===== config.mk =====
export PLATFORM = sky130hd
export DESIGN_NAME = compare_equal_instr
export DESIGN_NICKNAME = d
export VERILOG_FILES = /design/src/cmpeq_pkg.sv /design/src/opcode_decode.sv /design/src/compare_equal_instr.sv
export SDC_FILE = /design/constraint.sdc
export NUM_CORES = 1
export LEC_CHECK = 0
export BUFFER_PORTS_ARGS = -buffer_cell sky130_fd_sc_hd__buf_4
export CAP_MARGIN = 10
export CORE_UTILIZATION = 52
export CTS_BUF_LIST = sky130_fd_sc_hd__clkbuf_8
export DETAILED_ROUTE_END_ITERATION = 16
export PLACE_DENSITY = 0.89
export SKIP_CTS_REPAIR_TIMING = 1
export SYNTH_ARGS = -nofsm -noshare
export SYNTH_HDL_FRONTEND = slang
export SYNTH_SLANG_ARGS = --single-unit

===== constraint.sdc =====
create_clock -name sys_clk -period 4.5 [get_ports sys_clk]
set_input_delay 0.675 -clock sys_clk [delete_from_list [all_inputs] [get_ports sys_clk]]
set_output_delay 0.675 -clock sys_clk [all_outputs]
set_load 0.01 [all_outputs]

===== src/cmpeq_pkg.sv =====
`default_nettype none

package cmpeq_pkg;

	// ----------------------------------------
	// Opcode fields
	// ----------------------------------------
	localparam logic [7:0] OPC_LONG = 8'h5F;
	localparam logic [7:0] OPC_SHORT = 8'h5B;
	localparam int OPC_HI = 15;
	localparam int OPC_LO = 8;
	localparam int IND_BIT = 7;
	localparam int FIELD_HI = 6;

	// ----------------------------------------
	// Lengths, counts and reset values
	// ----------------------------------------
	localparam logic [1:0] WORDS_SHORT = 2'h1;
	localparam logic [1:0] WORDS_LONG = 2'h2;
	localparam logic [1:0] EXTRA_LONG = 2'h1;
	localparam logic [1:0] EXTRA_CONFLICT = 2'h1;
	localparam int REPEAT_W = 8;
	localparam logic FLAG_RESET = 1'h0;
	localparam logic [15:0] CONST_RESET = 16'h0000;

	// ----------------------------------------
	// Types
	// ----------------------------------------
	typedef enum logic [1:0] {
		ST_IDLE = 2'b00,
		ST_SETUP = 2'b01,
		ST_COMPARE = 2'b10
	} state_e;

	typedef struct packed {
		logic hit;
		logic long_form;
		logic indirect;
		logic [6:0] field;
	} decode_s;

endpackage

`default_nettype wire


===== src/opcode_decode.sv =====
`default_nettype none

module opcode_decode (
	// Instruction word
	input wire logic [15:0] instr_word,
	// Decoded form
	output var cmpeq_pkg::decode_s dec
);

	wire logic [7:0] opc_hi = instr_word[cmpeq_pkg::OPC_HI:cmpeq_pkg::OPC_LO];
	wire logic is_long = (opc_hi == cmpeq_pkg::OPC_LONG);
	wire logic is_short = (opc_hi == cmpeq_pkg::OPC_SHORT);

	assign dec.hit = is_long | is_short;
	assign dec.long_form = is_long;
	assign dec.indirect = instr_word[cmpeq_pkg::IND_BIT];
	assign dec.field = instr_word[cmpeq_pkg::FIELD_HI:0];

endmodule

`default_nettype wire


===== src/compare_equal_instr.sv =====
// Contract
// - Opcode high byte 01011111 is the long form; bit 7 picks indirect; constant follows.
// - Opcode high byte 01011011 is the short form; bit 7 picks indirect addressing.
// - Short form advances program counter by one, compares operand with bit_manip_reg.
// - Long form advances program counter by two, compares operand with the constant.
// - Flag set when equal, cleared otherwise; operands are never modified.
// - Instruction length is one word short, two words long.
// - Same single_access_ram block for operand and code adds one cycle.
`default_nettype none

module compare_equal_instr (
	// Clock and reset
	input wire logic sys_clk,
	input wire logic rst,
	// Instruction issue
	input wire logic instr_valid,
	input wire logic [15:0] instr_word,
	input wire logic [15:0] long_word,
	output logic instr_ready,
	// Execution context
	input wire logic same_block,
	input wire logic [cmpeq_pkg::REPEAT_W-1:0] repeat_count,
	// Operands
	input wire logic [15:0] bit_manip_reg,
	input wire logic [15:0] operand_data,
	output logic operand_strobe,
	output logic operand_indirect,
	output logic [6:0] operand_field,
	// Results
	output logic test_control_flag,
	output logic pc_advance,
	output logic [1:0] pc_step,
	output logic busy
);

	// ----------------------------------------
	// Decode
	// ----------------------------------------
	cmpeq_pkg::decode_s dec;
	cmpeq_pkg::decode_s ctx;
	cmpeq_pkg::state_e state;
	cmpeq_pkg::state_e next_state;
	logic [15:0] const_reg;
	logic [1:0] setup_cnt;
	logic [cmpeq_pkg::REPEAT_W-1:0] iter_cnt;

	opcode_decode u_decode (
		.instr_word(instr_word),
		.dec(dec)
	);

	wire logic accept = instr_valid & instr_ready;
	wire logic [1:0] extra_long = dec.long_form ? cmpeq_pkg::EXTRA_LONG : 2'h0;
	wire logic [1:0] extra_conf = same_block ? cmpeq_pkg::EXTRA_CONFLICT : 2'h0;
	// Overhead is paid once per instruction, not per repeat iteration
	wire logic [1:0] next_setup = extra_long + extra_conf;
	wire logic last_iter = (iter_cnt == '0);
	wire logic [15:0] cmp_ref = ctx.long_form ? const_reg : bit_manip_reg;
	wire logic next_flag = (operand_data == cmp_ref);

	// Unknown opcodes are simply not taken; instr_ready stays low and the sequencer stays in ST_IDLE
	assign instr_ready = (state == cmpeq_pkg::ST_IDLE) & dec.hit;
	assign operand_strobe = (state == cmpeq_pkg::ST_COMPARE);
	assign operand_indirect = ctx.indirect;
	assign operand_field = ctx.field;
	assign pc_advance = operand_strobe & last_iter;
	assign busy = (state != cmpeq_pkg::ST_IDLE);

	// ----------------------------------------
	// Sequencer
	// ----------------------------------------
	always_comb
	begin
		next_state = state;
		case (state)
			cmpeq_pkg::ST_IDLE:
				if (accept)
					next_state = (next_setup == 2'h0) ? cmpeq_pkg::ST_COMPARE : cmpeq_pkg::ST_SETUP;
			cmpeq_pkg::ST_SETUP:
				if (setup_cnt == 2'h1)
					next_state = cmpeq_pkg::ST_COMPARE;
			cmpeq_pkg::ST_COMPARE:
				if (last_iter)
					next_state = cmpeq_pkg::ST_IDLE;
			default:
				next_state = cmpeq_pkg::ST_IDLE;
		endcase
	end

	always_ff @(posedge sys_clk)
	begin
		if (rst)
			state <= cmpeq_pkg::ST_IDLE;
		else
			state <= next_state;
	end

	// ----------------------------------------
	// Context capture
	// ----------------------------------------
	always_ff @(posedge sys_clk)
	begin
		if (rst)
		begin
			ctx <= '0;
			const_reg <= cmpeq_pkg::CONST_RESET;
			pc_step <= cmpeq_pkg::WORDS_SHORT;
		end
		else if (accept)
		begin
			ctx <= dec;
			const_reg <= long_word;
			pc_step <= dec.long_form ? cmpeq_pkg::WORDS_LONG : cmpeq_pkg::WORDS_SHORT;
		end
	end

	always_ff @(posedge sys_clk)
	begin
		if (rst)
			setup_cnt <= 2'h0;
		else if (accept)
			setup_cnt <= next_setup;
		else if (state == cmpeq_pkg::ST_SETUP)
			setup_cnt <= setup_cnt - 2'h1;
	end

	always_ff @(posedge sys_clk)
	begin
		if (rst)
			iter_cnt <= '0;
		else if (accept)
			iter_cnt <= repeat_count;
		else if (operand_strobe & ~last_iter)
			iter_cnt <= iter_cnt - 1'h1;
	end

	// ----------------------------------------
	// Result flag
	// ----------------------------------------
	// Only the flag is written; neither operand has a write path here
	always_ff @(posedge sys_clk)
	begin
		if (rst)
			test_control_flag <= cmpeq_pkg::FLAG_RESET;
		else if (operand_strobe)
			test_control_flag <= next_flag;
	end
endmodule

`default_nettype wire


# Word-level counts from Yosys, hierarchy flattened

Index checks and enable logic that the tools add are counted.

Register bits after elaboration: 40
Bits of input ports: 76
Output and inout port bits: 15

Add/sub/neg operators: 3
Equality and inequality tests: 9
Muxes and demuxes: 13
Bitwise gates (word level): 6
Reduce and logical (&&, ||, !) cells: 7

Operator list:

| operator                                                                 | number |
|---|---|
| 16-bit equality test                                                     | 1 |
| 8-bit by 7-bit equality test with 1-bit output (second input constant)   | 2 |
| 16-bit two-way mux                                                       | 1 |
| 8-bit two-way mux                                                        | 2 |
| 2-bit two-way mux                                                        | 7 |
| 8-bit logical NOT                                                        | 1 |
| 8-bit by 1-bit subtractor with 8-bit output (second input constant)      | 1 |
| 2-bit case mux with 3 select lines                                       | 1 |
| 2-bit nonzero test                                                       | 3 |
| 1-bit bitwise AND                                                        | 4 |
| 2-bit by 1-bit equality test with 1-bit output (second input constant)   | 2 |
| 2-bit logical NOT                                                        | 2 |
| 2-bit inequality test (second input constant)                            | 2 |
| 3-bit AND reduction                                                      | 1 |
| 1-bit by 1-bit adder with 2-bit output                                   | 1 |
| 2-bit equality test (second input constant)                              | 1 |
| 1-bit two-way mux                                                        | 2 |
| 2-bit by 1-bit inequality test with 1-bit output (second input constant) | 1 |
| 2-bit by 1-bit subtractor with 2-bit output (second input constant)      | 1 |
| 1-bit inverter                                                           | 1 |
| 1-bit OR                                                                 | 1 |

# Depth between registers and ports, before layout

Gate-level depths: netlist of the first run.

Depth in word-level cells: 7
Depth in mapped cells: 7
Gate-level depth less buffers: 7

# Cells and area by module

From an unflattened synthesis of the first run, not the netlist that was laid out.

Cells, all modules: 258
Area, all modules: 2077.0 um2

By module, submodules not included:

| module              | times used | cells each | area an instance (um2) | seq. area each (um2) |
|---|---|---|---|---|
| compare_equal_instr | 1          | 245        | 1976.9                 | 780.7 |
| opcode_decode       | 1          | 13         | 100.1                  | 0.0 |

# Worst setup path before layout of the first run

Ideal clock, no wire load.

Path type: flip-flop to output port
Start point: reg iter_cnt[4] (netlist name)
End point: out pc_advance
Data arrival time: 1229 ps
Required time: 3825 ps
Path slack: 2596 ps
Stages on the path, launching flop included: 3
Buffers on the path: 0
Cells stage by stage: dfxtp_1 > or3_4 > nor4b_1

Longest elaborated chain between the ends: 2

RTL lines:

| element                | RTL line                   | RTL |
|---|---|---|
| from (decl)            | compare_equal_instr.sv:45  | `logic [cmpeq_pkg::REPEAT_W-1:0] iter_cnt;` |
| from (signal assigned) | compare_equal_instr.sv:132 | `iter_cnt <= repeat_count;` |
| from (signal assigned) | compare_equal_instr.sv:134 | `iter_cnt <= iter_cnt - 1'h1;` |
| 8-bit logical NOT      | compare_equal_instr.sv:57  | `wire logic last_iter = (iter_cnt == '0);` |
| 1-bit bitwise AND      | compare_equal_instr.sv:66  | `assign pc_advance = operand_strobe & last_iter;` |
| to (decl)              | compare_equal_instr.sv:31  | `output logic pc_advance,` |

No other way between the ends.

# Worst setup path in the final report of the first run

Start point: in instr_word[15]
End point: reg state[1]

Longest elaborated chain between the ends: 7
Elaborated cells between the ends (all ways): 13
Classes of those cells: 1 x add/sub; 3 x eq/ne; 4 x mux; 3 x bitwise; 2 x reduce/logical

RTL lines:

| element                                        | RTL line                  | RTL |
|---|---|---|
| from (decl)                                    | compare_equal_instr.sv:17 | `input wire logic [15:0] instr_word,` |
| 8-bit by 7-bit equality test with 1-bit output | opcode_decode.sv:11       | `wire logic is_long = (opc_hi == cmpeq_pkg::OPC_LONG);` |
| 1-bit two-way mux                              | compare_equal_instr.sv:53 | `wire logic [1:0] extra_long = dec.long_form ? cmpeq_pkg::EXTRA_LONG : 2'h0;` |
| 1-bit by 1-bit adder with 2-bit output         | compare_equal_instr.sv:56 | `wire logic [1:0] next_setup = extra_long + extra_conf;` |
| 2-bit logical NOT                              | compare_equal_instr.sv:78 | `next_state = (next_setup == 2'h0) ? cmpeq_pkg::ST_COMPARE : cmpeq_pkg::ST_SETUP;` |
| 2-bit two-way mux                              | compare_equal_instr.sv:78 |  |
| 2-bit two-way mux                              | compare_equal_instr.sv:77 | `if (accept)` |
| 2-bit case mux with 3 select lines             | compare_equal_instr.sv:75 | `case (state)` |
| to (signal assigned)                           | compare_equal_instr.sv:93 | `state <= cmpeq_pkg::ST_IDLE;` |
| to (signal assigned)                           | compare_equal_instr.sv:95 | `state <= next_state;` |
| to (decl)                                      | compare_equal_instr.sv:41 | `cmpeq_pkg::state_e state;` |

Several ways; a longest one is shown, not always the timed one. The select of a mux whose other input is x is not followed.
A chain may end at the register's enable or synchronous reset.

==> results of run 1 <==
through the flow:
| step | hold slack [ns] | total power, W | util | setup slack (ns) | cell area, sq um |
|---|---|---|---|---|---|
| 4_1_cts | 0.4566 | 0.0006905 | 0.7575 | 2.132 | 2794 |
| 2_1_floorplan | 0.4360 | 0.0003822 | - | 2.596 | 2007 |
| 3_5_place_dp | 0.4463 | 0.0004382 | 0.7303 | 1.830 | 2694 |
| 3_3_place_gp | 0.4418 | 0.0004368 | 0.7303 | 1.884 | 2694 |
| 5_1_grt | 0.4868 | 0.0007089 | 0.7575 | 1.972 | 2794 |
| 6_report | 0.4535 | 0.0006832 | 0.7575 | 2.138 | 2794 |
final cells by class:
| type | instances | area, sq um | share of cell area |
|---|---|---|---|
| Sequential cell | 39 | 780.7 | 0.2794 |
| Inverter | 7 | 26.28 | 0.009404 |
| Clock buffer | 7 | 96.34 | 0.03448 |
| Clock inverter | 1 | 3.754 | 0.001343 |
| Tap cell | 48 | 60.06 | 0.02150 |
| Multi-Input combinational cell | 183 | 1144 | 0.4093 |
| Timing Repair Buffer | 91 | 683.2 | 0.2445 |
critical path, cell delays in order:
cell and delay [ns]:
buf_4 0.10, and4b_1 0.28, and4_1 0.88, nor2_1 0.13, or3_1 0.38, a21oi_1 0.13
kinds of logic after synthesis:
group / count (synthesis) / synth area share
AOI/OAI and AO/OA: 44 / 0.1384
xor gates and xnor gates: 21 / 0.09164
adders and majority gates: 5 / 0.03117
buffers and inverters: 20 / 0.04115
DFF: 39 / 0.3890
muxes: 18 / 0.08977
and+or+nand+nor: 95 / 0.2188
cell usage in the layout, fill, tap and decap left out, types with 2 or more instances in the layout:
cell type / Yosys / layout
a211oi_1: 7 / 7
nand2b_1: 3 / 3
buf_4: 1 / 91
dfxtp_1: 39 / 39
ha_1: 5 / 5
a21oi_1: 29 / 29
nand2_1: 51 / 51
nor2_1: 17 / 17
and3_1: 2 / 2
mux2i_1: 18 / 18
xor2_1: 5 / 5
inv_1: 7 / 8
nor4b_1: 2 / 2
o21ai_0: 3 / 3
nand3_1: 2 / 2
nor3_1: 4 / 4
nand4_1: 3 / 3
xnor2_1: 16 / 16
nor4_1: 2 / 2
clkbuf_8: 0 / 7
synthesized netlist by cell type, types with 2 or more instances:
library cell  instances  share of area
xor2_1                5          0.022
nor3_1                4          0.010
inv_1                 7          0.013
dfxtp_1              39           0.39
nand4_1               3         0.0094
nor4b_1               2         0.0087
and3_1                2         0.0062
clkbuf_1              9          0.017
o21ai_0               3         0.0075
a211oi_1              7          0.026
mux2i_1              18          0.090
ha_1                  5          0.031
xnor2_1              16          0.070
buf_2                 3         0.0075
nand2b_1              3         0.0094
nand2_1              51          0.095
nor2_1               17          0.032
nor4_1                2         0.0062
nand3_1               2         0.0050
a21oi_1              29          0.072
layer usage:
metal | vias to the layer above | GRT usage | wire length, um
met2 | 58 | 0.4495 | 2396
met1 | 884 | 0.2829 | 2042
li1 | 995 | - | -
met3 | 12 | 0.06429 | 286
met5 | - | 0 | 0
met4 | 0 | 0.1250 | 114
worst paths after layout:
kind / startpoint / end
worst max-delay path: instr_word[15] / state[1]
worst min-delay path: const_reg[2] / const_reg[2]
worst max register to register: pc_step[1] / test_control_flag
worst min register to register: const_reg[2] / const_reg[2]
where the power goes:
part | total, W | internal, W | switching (W)
Clock | 0.000252 | 0.000137 | 0.000115
Combinational | 0.0000843 | 0.0000555 | 0.0000287
Sequential | 0.000347 | 0.000346 | 0.000000798
Total | 0.000683 | 0.000539 | 0.000144
==> impl_metrics.json, run 1 <==
{
  "synth_edf_count": 0,
  "clock_latency_ns": 0.29,
  "ant_nets": 0,
  "grt_pass1_vias": 1935,
  "io_buffers": 90,
  "io_pins": 91,
  "drt-initial-drc-count": 90,
  "largest_register_ffs": 16,
  "via_per_inst": 5.184,
  "antenna_found_initial": 0,
  "dp_hpwl_um": 3492,
  "initial_core_util": 0.5441,
  "syn_inst": 242,
  "wire_per_inst_um": 12.87,
  "drc_errors": 0,
  "setup_viol": 0,
  "final_max_slew_viol_count": 0,
  "wirelength_um": 4839,
  "p_leak_nw": 1.141,
  "clk_pin_slew_ns": 0.07,
  "die_h_um": 64.13,
  "vias": 1949,
  "rrSetupSlack_ns": 2.18,
  "diodes": 0,
  "tightest_slew_ns": 1.007,
  "area_growth_pct": 39.21,
  "grt_util_all_layers": 0.2548,
  "die_w_um": 64.13,
  "cts_sinks": 39,
  "cts_max_level": 2,
  "hold_depth": 2,
  "grt_pass1_wl_um": 8059,
  "ff2ff_path_depth": 5,
  "async_flop_share": 0,
  "status": "finished, final reports clean",
  "rsz0062_at_grt": "false",
  "relSlewSlack": 0.3274,
  "timing.max_cap.violations": 0,
  "cts_buffers": 5,
  "finalCritPeriodShare": 0.5248,
  "fin_cells": 376,
  "avgSynthCellArea_sq_um": 8.293,
  "finalWeightedCongestion": 0.8563,
  "arrival_ns": 2.59,
  "final_hold_viol_count": 0,
  "synth_area_sq_um": 2007,
  "core_sq_um": 3689,
  "cp_data_required_time_ns": 4.72,
  "fin_nets": 408,
  "grt_max_degree": 41,
  "tns_ns": 0,
  "final.min_clock_period_ns": 2.362,
  "dr.pass1.iters": 6,
  "layout-drive-gt1-share": 0.3079,
  "path_max_fanout": 29,
  "synth_nets": 323,
  "synthFlopType": "dfxtp_1",
  "synth-seq-cells": 39,
  "seq_area_frac_synth": 0.3890,
  "finalClockSkew_ns": 0.003765,
  "place_inst": 368,
  "hold_path_class": "reg -> reg",
  "die_area_sq_um": 4112,
  "endpoint_kind": "register",
  "cts_tree": "done",
  "clk_path_buf_depth": 2,
  "critPathKind": "in -> reg",
  "yosysUniqueCellTypes": 35,
  "cellPowerDensity_nw_per_um2": 244.5,
  "n_fill_cell": 286,
  "synth_warnings": 0,
  "cts_root_buf": "clkbuf_8",
  "row_count": 22,
  "critPathLaunchType": "primary input",
  "overflow": 0,
  "peakVddDrop_mv": 0.1781,
  "max_freq_mhz": 423.5
}
(Power assumes the default switching activity.)
==> inputs of run 2 (changes only) <==
ABC_AREA = 1   (was not set)
CORE_UTILIZATION = 45   (was 52)
PLACE_DENSITY = 0.8   (was 0.89)
clock period = 2 ns   (was 4.5 ns; I/O delays follow)
==> run 2 against run 1 <==
Net effect: sequential power is 120% higher; routed wire length grew 21%; flip-flop and latch count stayed put; combinational power rose to 2.6 times the previous value; largest cell class unchanged; largest power group is now the clock network.
==> impl_metrics.json, run 2 <==
{
  "layout-drive-gt1-share": 0.2545,
  "grt_max_degree": 27,
  "n_fill_cell": 451,
  "dp_hpwl_um": 4308,
  "rsz0062_at_grt": "false",
  "finalCritPeriodShare": 0.8062,
  "final_common_cell": "buf_4",
  "top_layer_used": "met4",
  "tightest_slew_ns": 0.6047,
  "yosysUniqueCellTypes": 30,
  "cp_data_required_time_ns": 2.22,
  "relSlewSlack": 0.5964,
  "postLayoutCoreUtil": 0.6520,
  "wire_per_inst_um": 11.37,
  "ant_nets": 0,
  "tns_ns": 0,
  "antenna_found_initial": 0,
  "core_sq_um": 4786,
  "cts_buffers": 5,
  "final_max_slew_viol_count": 0,
  "critPathLaunchType": "register",
  "cellPowerDensity_nw_per_um2": 570.8,
  "row_count": 25,
  "synth.most_common_cell": "nand2_1",
  "diodes": 0,
  "grt_util_all_layers": 0.2297,
  "vias": 2493,
  "async_flop_share": 0,
  "placed_area_sq_um": 2984,
  "drt-met1-wl_um": 2604,
  "synth_commonest_cells": "nand2_1, nor2_1, dfxtp_1",
  "drc_errors": 0,
  "wl_met3_um": 424,
  "p_leak_nw": 1.621,
  "grt_pass1_wl_um": 9501,
  "hold_path_class": "in -> reg",
  "wirelength_um": 5857,
  "synth_edf_count": 0,
  "cts_tree": "done",
  "finalWeightedCongestion": 0.8660,
  "synthFlopType": "dfxtp_1",
  "path_max_fanout": 23,
  "peakVddDrop_mv": 0.5458,
  "die_area_sq_um": 5340,
  "status": "finished, final reports clean",
  "endpoint_kind": "register",
  "clock_latency_ns": 0.29,
  "initial_core_util": 0.4750,
  "finalClockSkew_ns": 0.006269,
  "arrival_ns": 1.83,
  "final.min_clock_period_ns": 1.612,
  "netlist.area_leader.share": 0.3434,
  "drt-initial-drc-count": 145,
  "avgSynthCellArea_sq_um": 6.315,
  "seq_area_frac_synth": 0.3434,
  "setup_slack_ns": 0.3876,
  "cts_max_level": 2,
  "synth_area_leaders": "dfxtp_1, nand2_1, nor2_1",
  "mostFrequentLayoutCells": "buf_4, nand2_1, nor2_1, dfxtp_1, o21ai_0",
  "stdcell_area_sq_um": 3120,
  "synth_warnings": 0,
  "dr.pass1.iters": 4,
  "synth_top_cell_by_area": "dfxtp_1",
  "area_growth_pct": 37.26,
  "overflow": 0,
  "synth_nets": 441,
  "setup_viol": 0,
  "synth_area_sq_um": 2273,
  "io_pins": 91,
  "io_buffers": 90,
  "clk_path_buf_depth": 2,
  "synth-seq-cells": 39,
  "dpl_worst_slack_ns": 0.2503,
  "final_hold_viol_count": 0,
  "syn_inst": 360,
  "max_freq_mhz": 620.2,
  "cts_sinks": 39,
  "timing.max_cap.violations": 0,
  "fin_nets": 528,
  "die_h_um": 73.08,
  "cts_root_buf": "clkbuf_8",
  "clk_pin_slew_ns": 0.08,
  "finalPower_w": 0.001781,
  "via_per_inst": 4.841,
  "dr_wl_met2_um": 2778,
  "largest_register_ffs": 16,
  "critPathKind": "reg -> reg",
  "die_w_um": 73.08,
  "grt_pass1_vias": 2193
}
run 2: cells by family after synthesis:
| group | Yosys count | share of synthesized area |
|---|---|---|
| compound gates | 60 | 0.1381 |
| buf+inv | 53 | 0.09906 |
| fa+ha+maj | 5 | 0.02752 |
| xor+xnor | 7 | 0.02697 |
| simple gates | 196 | 0.3649 |
| flops | 39 | 0.3434 |
run 2: through the flow:
step           hold WS, ns  cells
2_1_floorplan       0.4292    360
3_3_place_gp        0.4435    507
3_5_place_dp        0.4530    507
4_1_cts             0.2255    515
5_1_grt             0.2327    515
6_report            0.2312    515
run 2: layer usage:
metal / vias up / track usage
met3: 4 / 0.04420
met4: 0 / 0.05882
met2: 84 / 0.3930
met5: - / 0
met1: 1094 / 0.2952
li1: 1311 / -
run 2: critical path, cell delays in order, from the launching register on:
cell	delay, ns
dfxtp_1	0.33
inv_2	0.09
nand2_4	0.08
nor3_4	0.26
nand2_2	0.29
nand2_1	0.23
o21ai_0	0.10
a21oi_1	0.15
run 2: layout make-up:
| cell class | count | area [sq um] | area share |
|---|---|---|---|
| Multi-Input combinational cell | 268 | 1267 | 0.4062 |
| Clock buffer | 5 | 68.82 | 0.02205 |
| Inverter | 39 | 146.4 | 0.04691 |
| Tap cell | 67 | 83.83 | 0.02686 |
| Timing Repair Buffer | 94 | 705.7 | 0.2261 |
| Sequential cell | 39 | 780.7 | 0.2502 |
| Clock inverter | 3 | 67.56 | 0.02165 |
run 2: final timing paths:
check | from | slack [ns] | cells past startpoint | to
setup / recovery | state[1] | 0.39 | 7 | iter_cnt[6]
hold / removal | long_word[10] | 0.23 | 3 | const_reg[10]
setup reg to reg | state[1] | 0.39 | 7 | iter_cnt[6]
hold reg to reg | const_reg[12] | 0.46 | 2 | const_reg[12]
run 2: where the power goes:
part / leakage (nW) / internal (W) / total (W) / switching (W)
registers: 0.314 / 0.000779 / 0.000780 / 0.00000171
logic: 1.24 / 0.000130 / 0.000219 / 0.0000883
clock network: 0.0644 / 0.000498 / 0.000782 / 0.000285
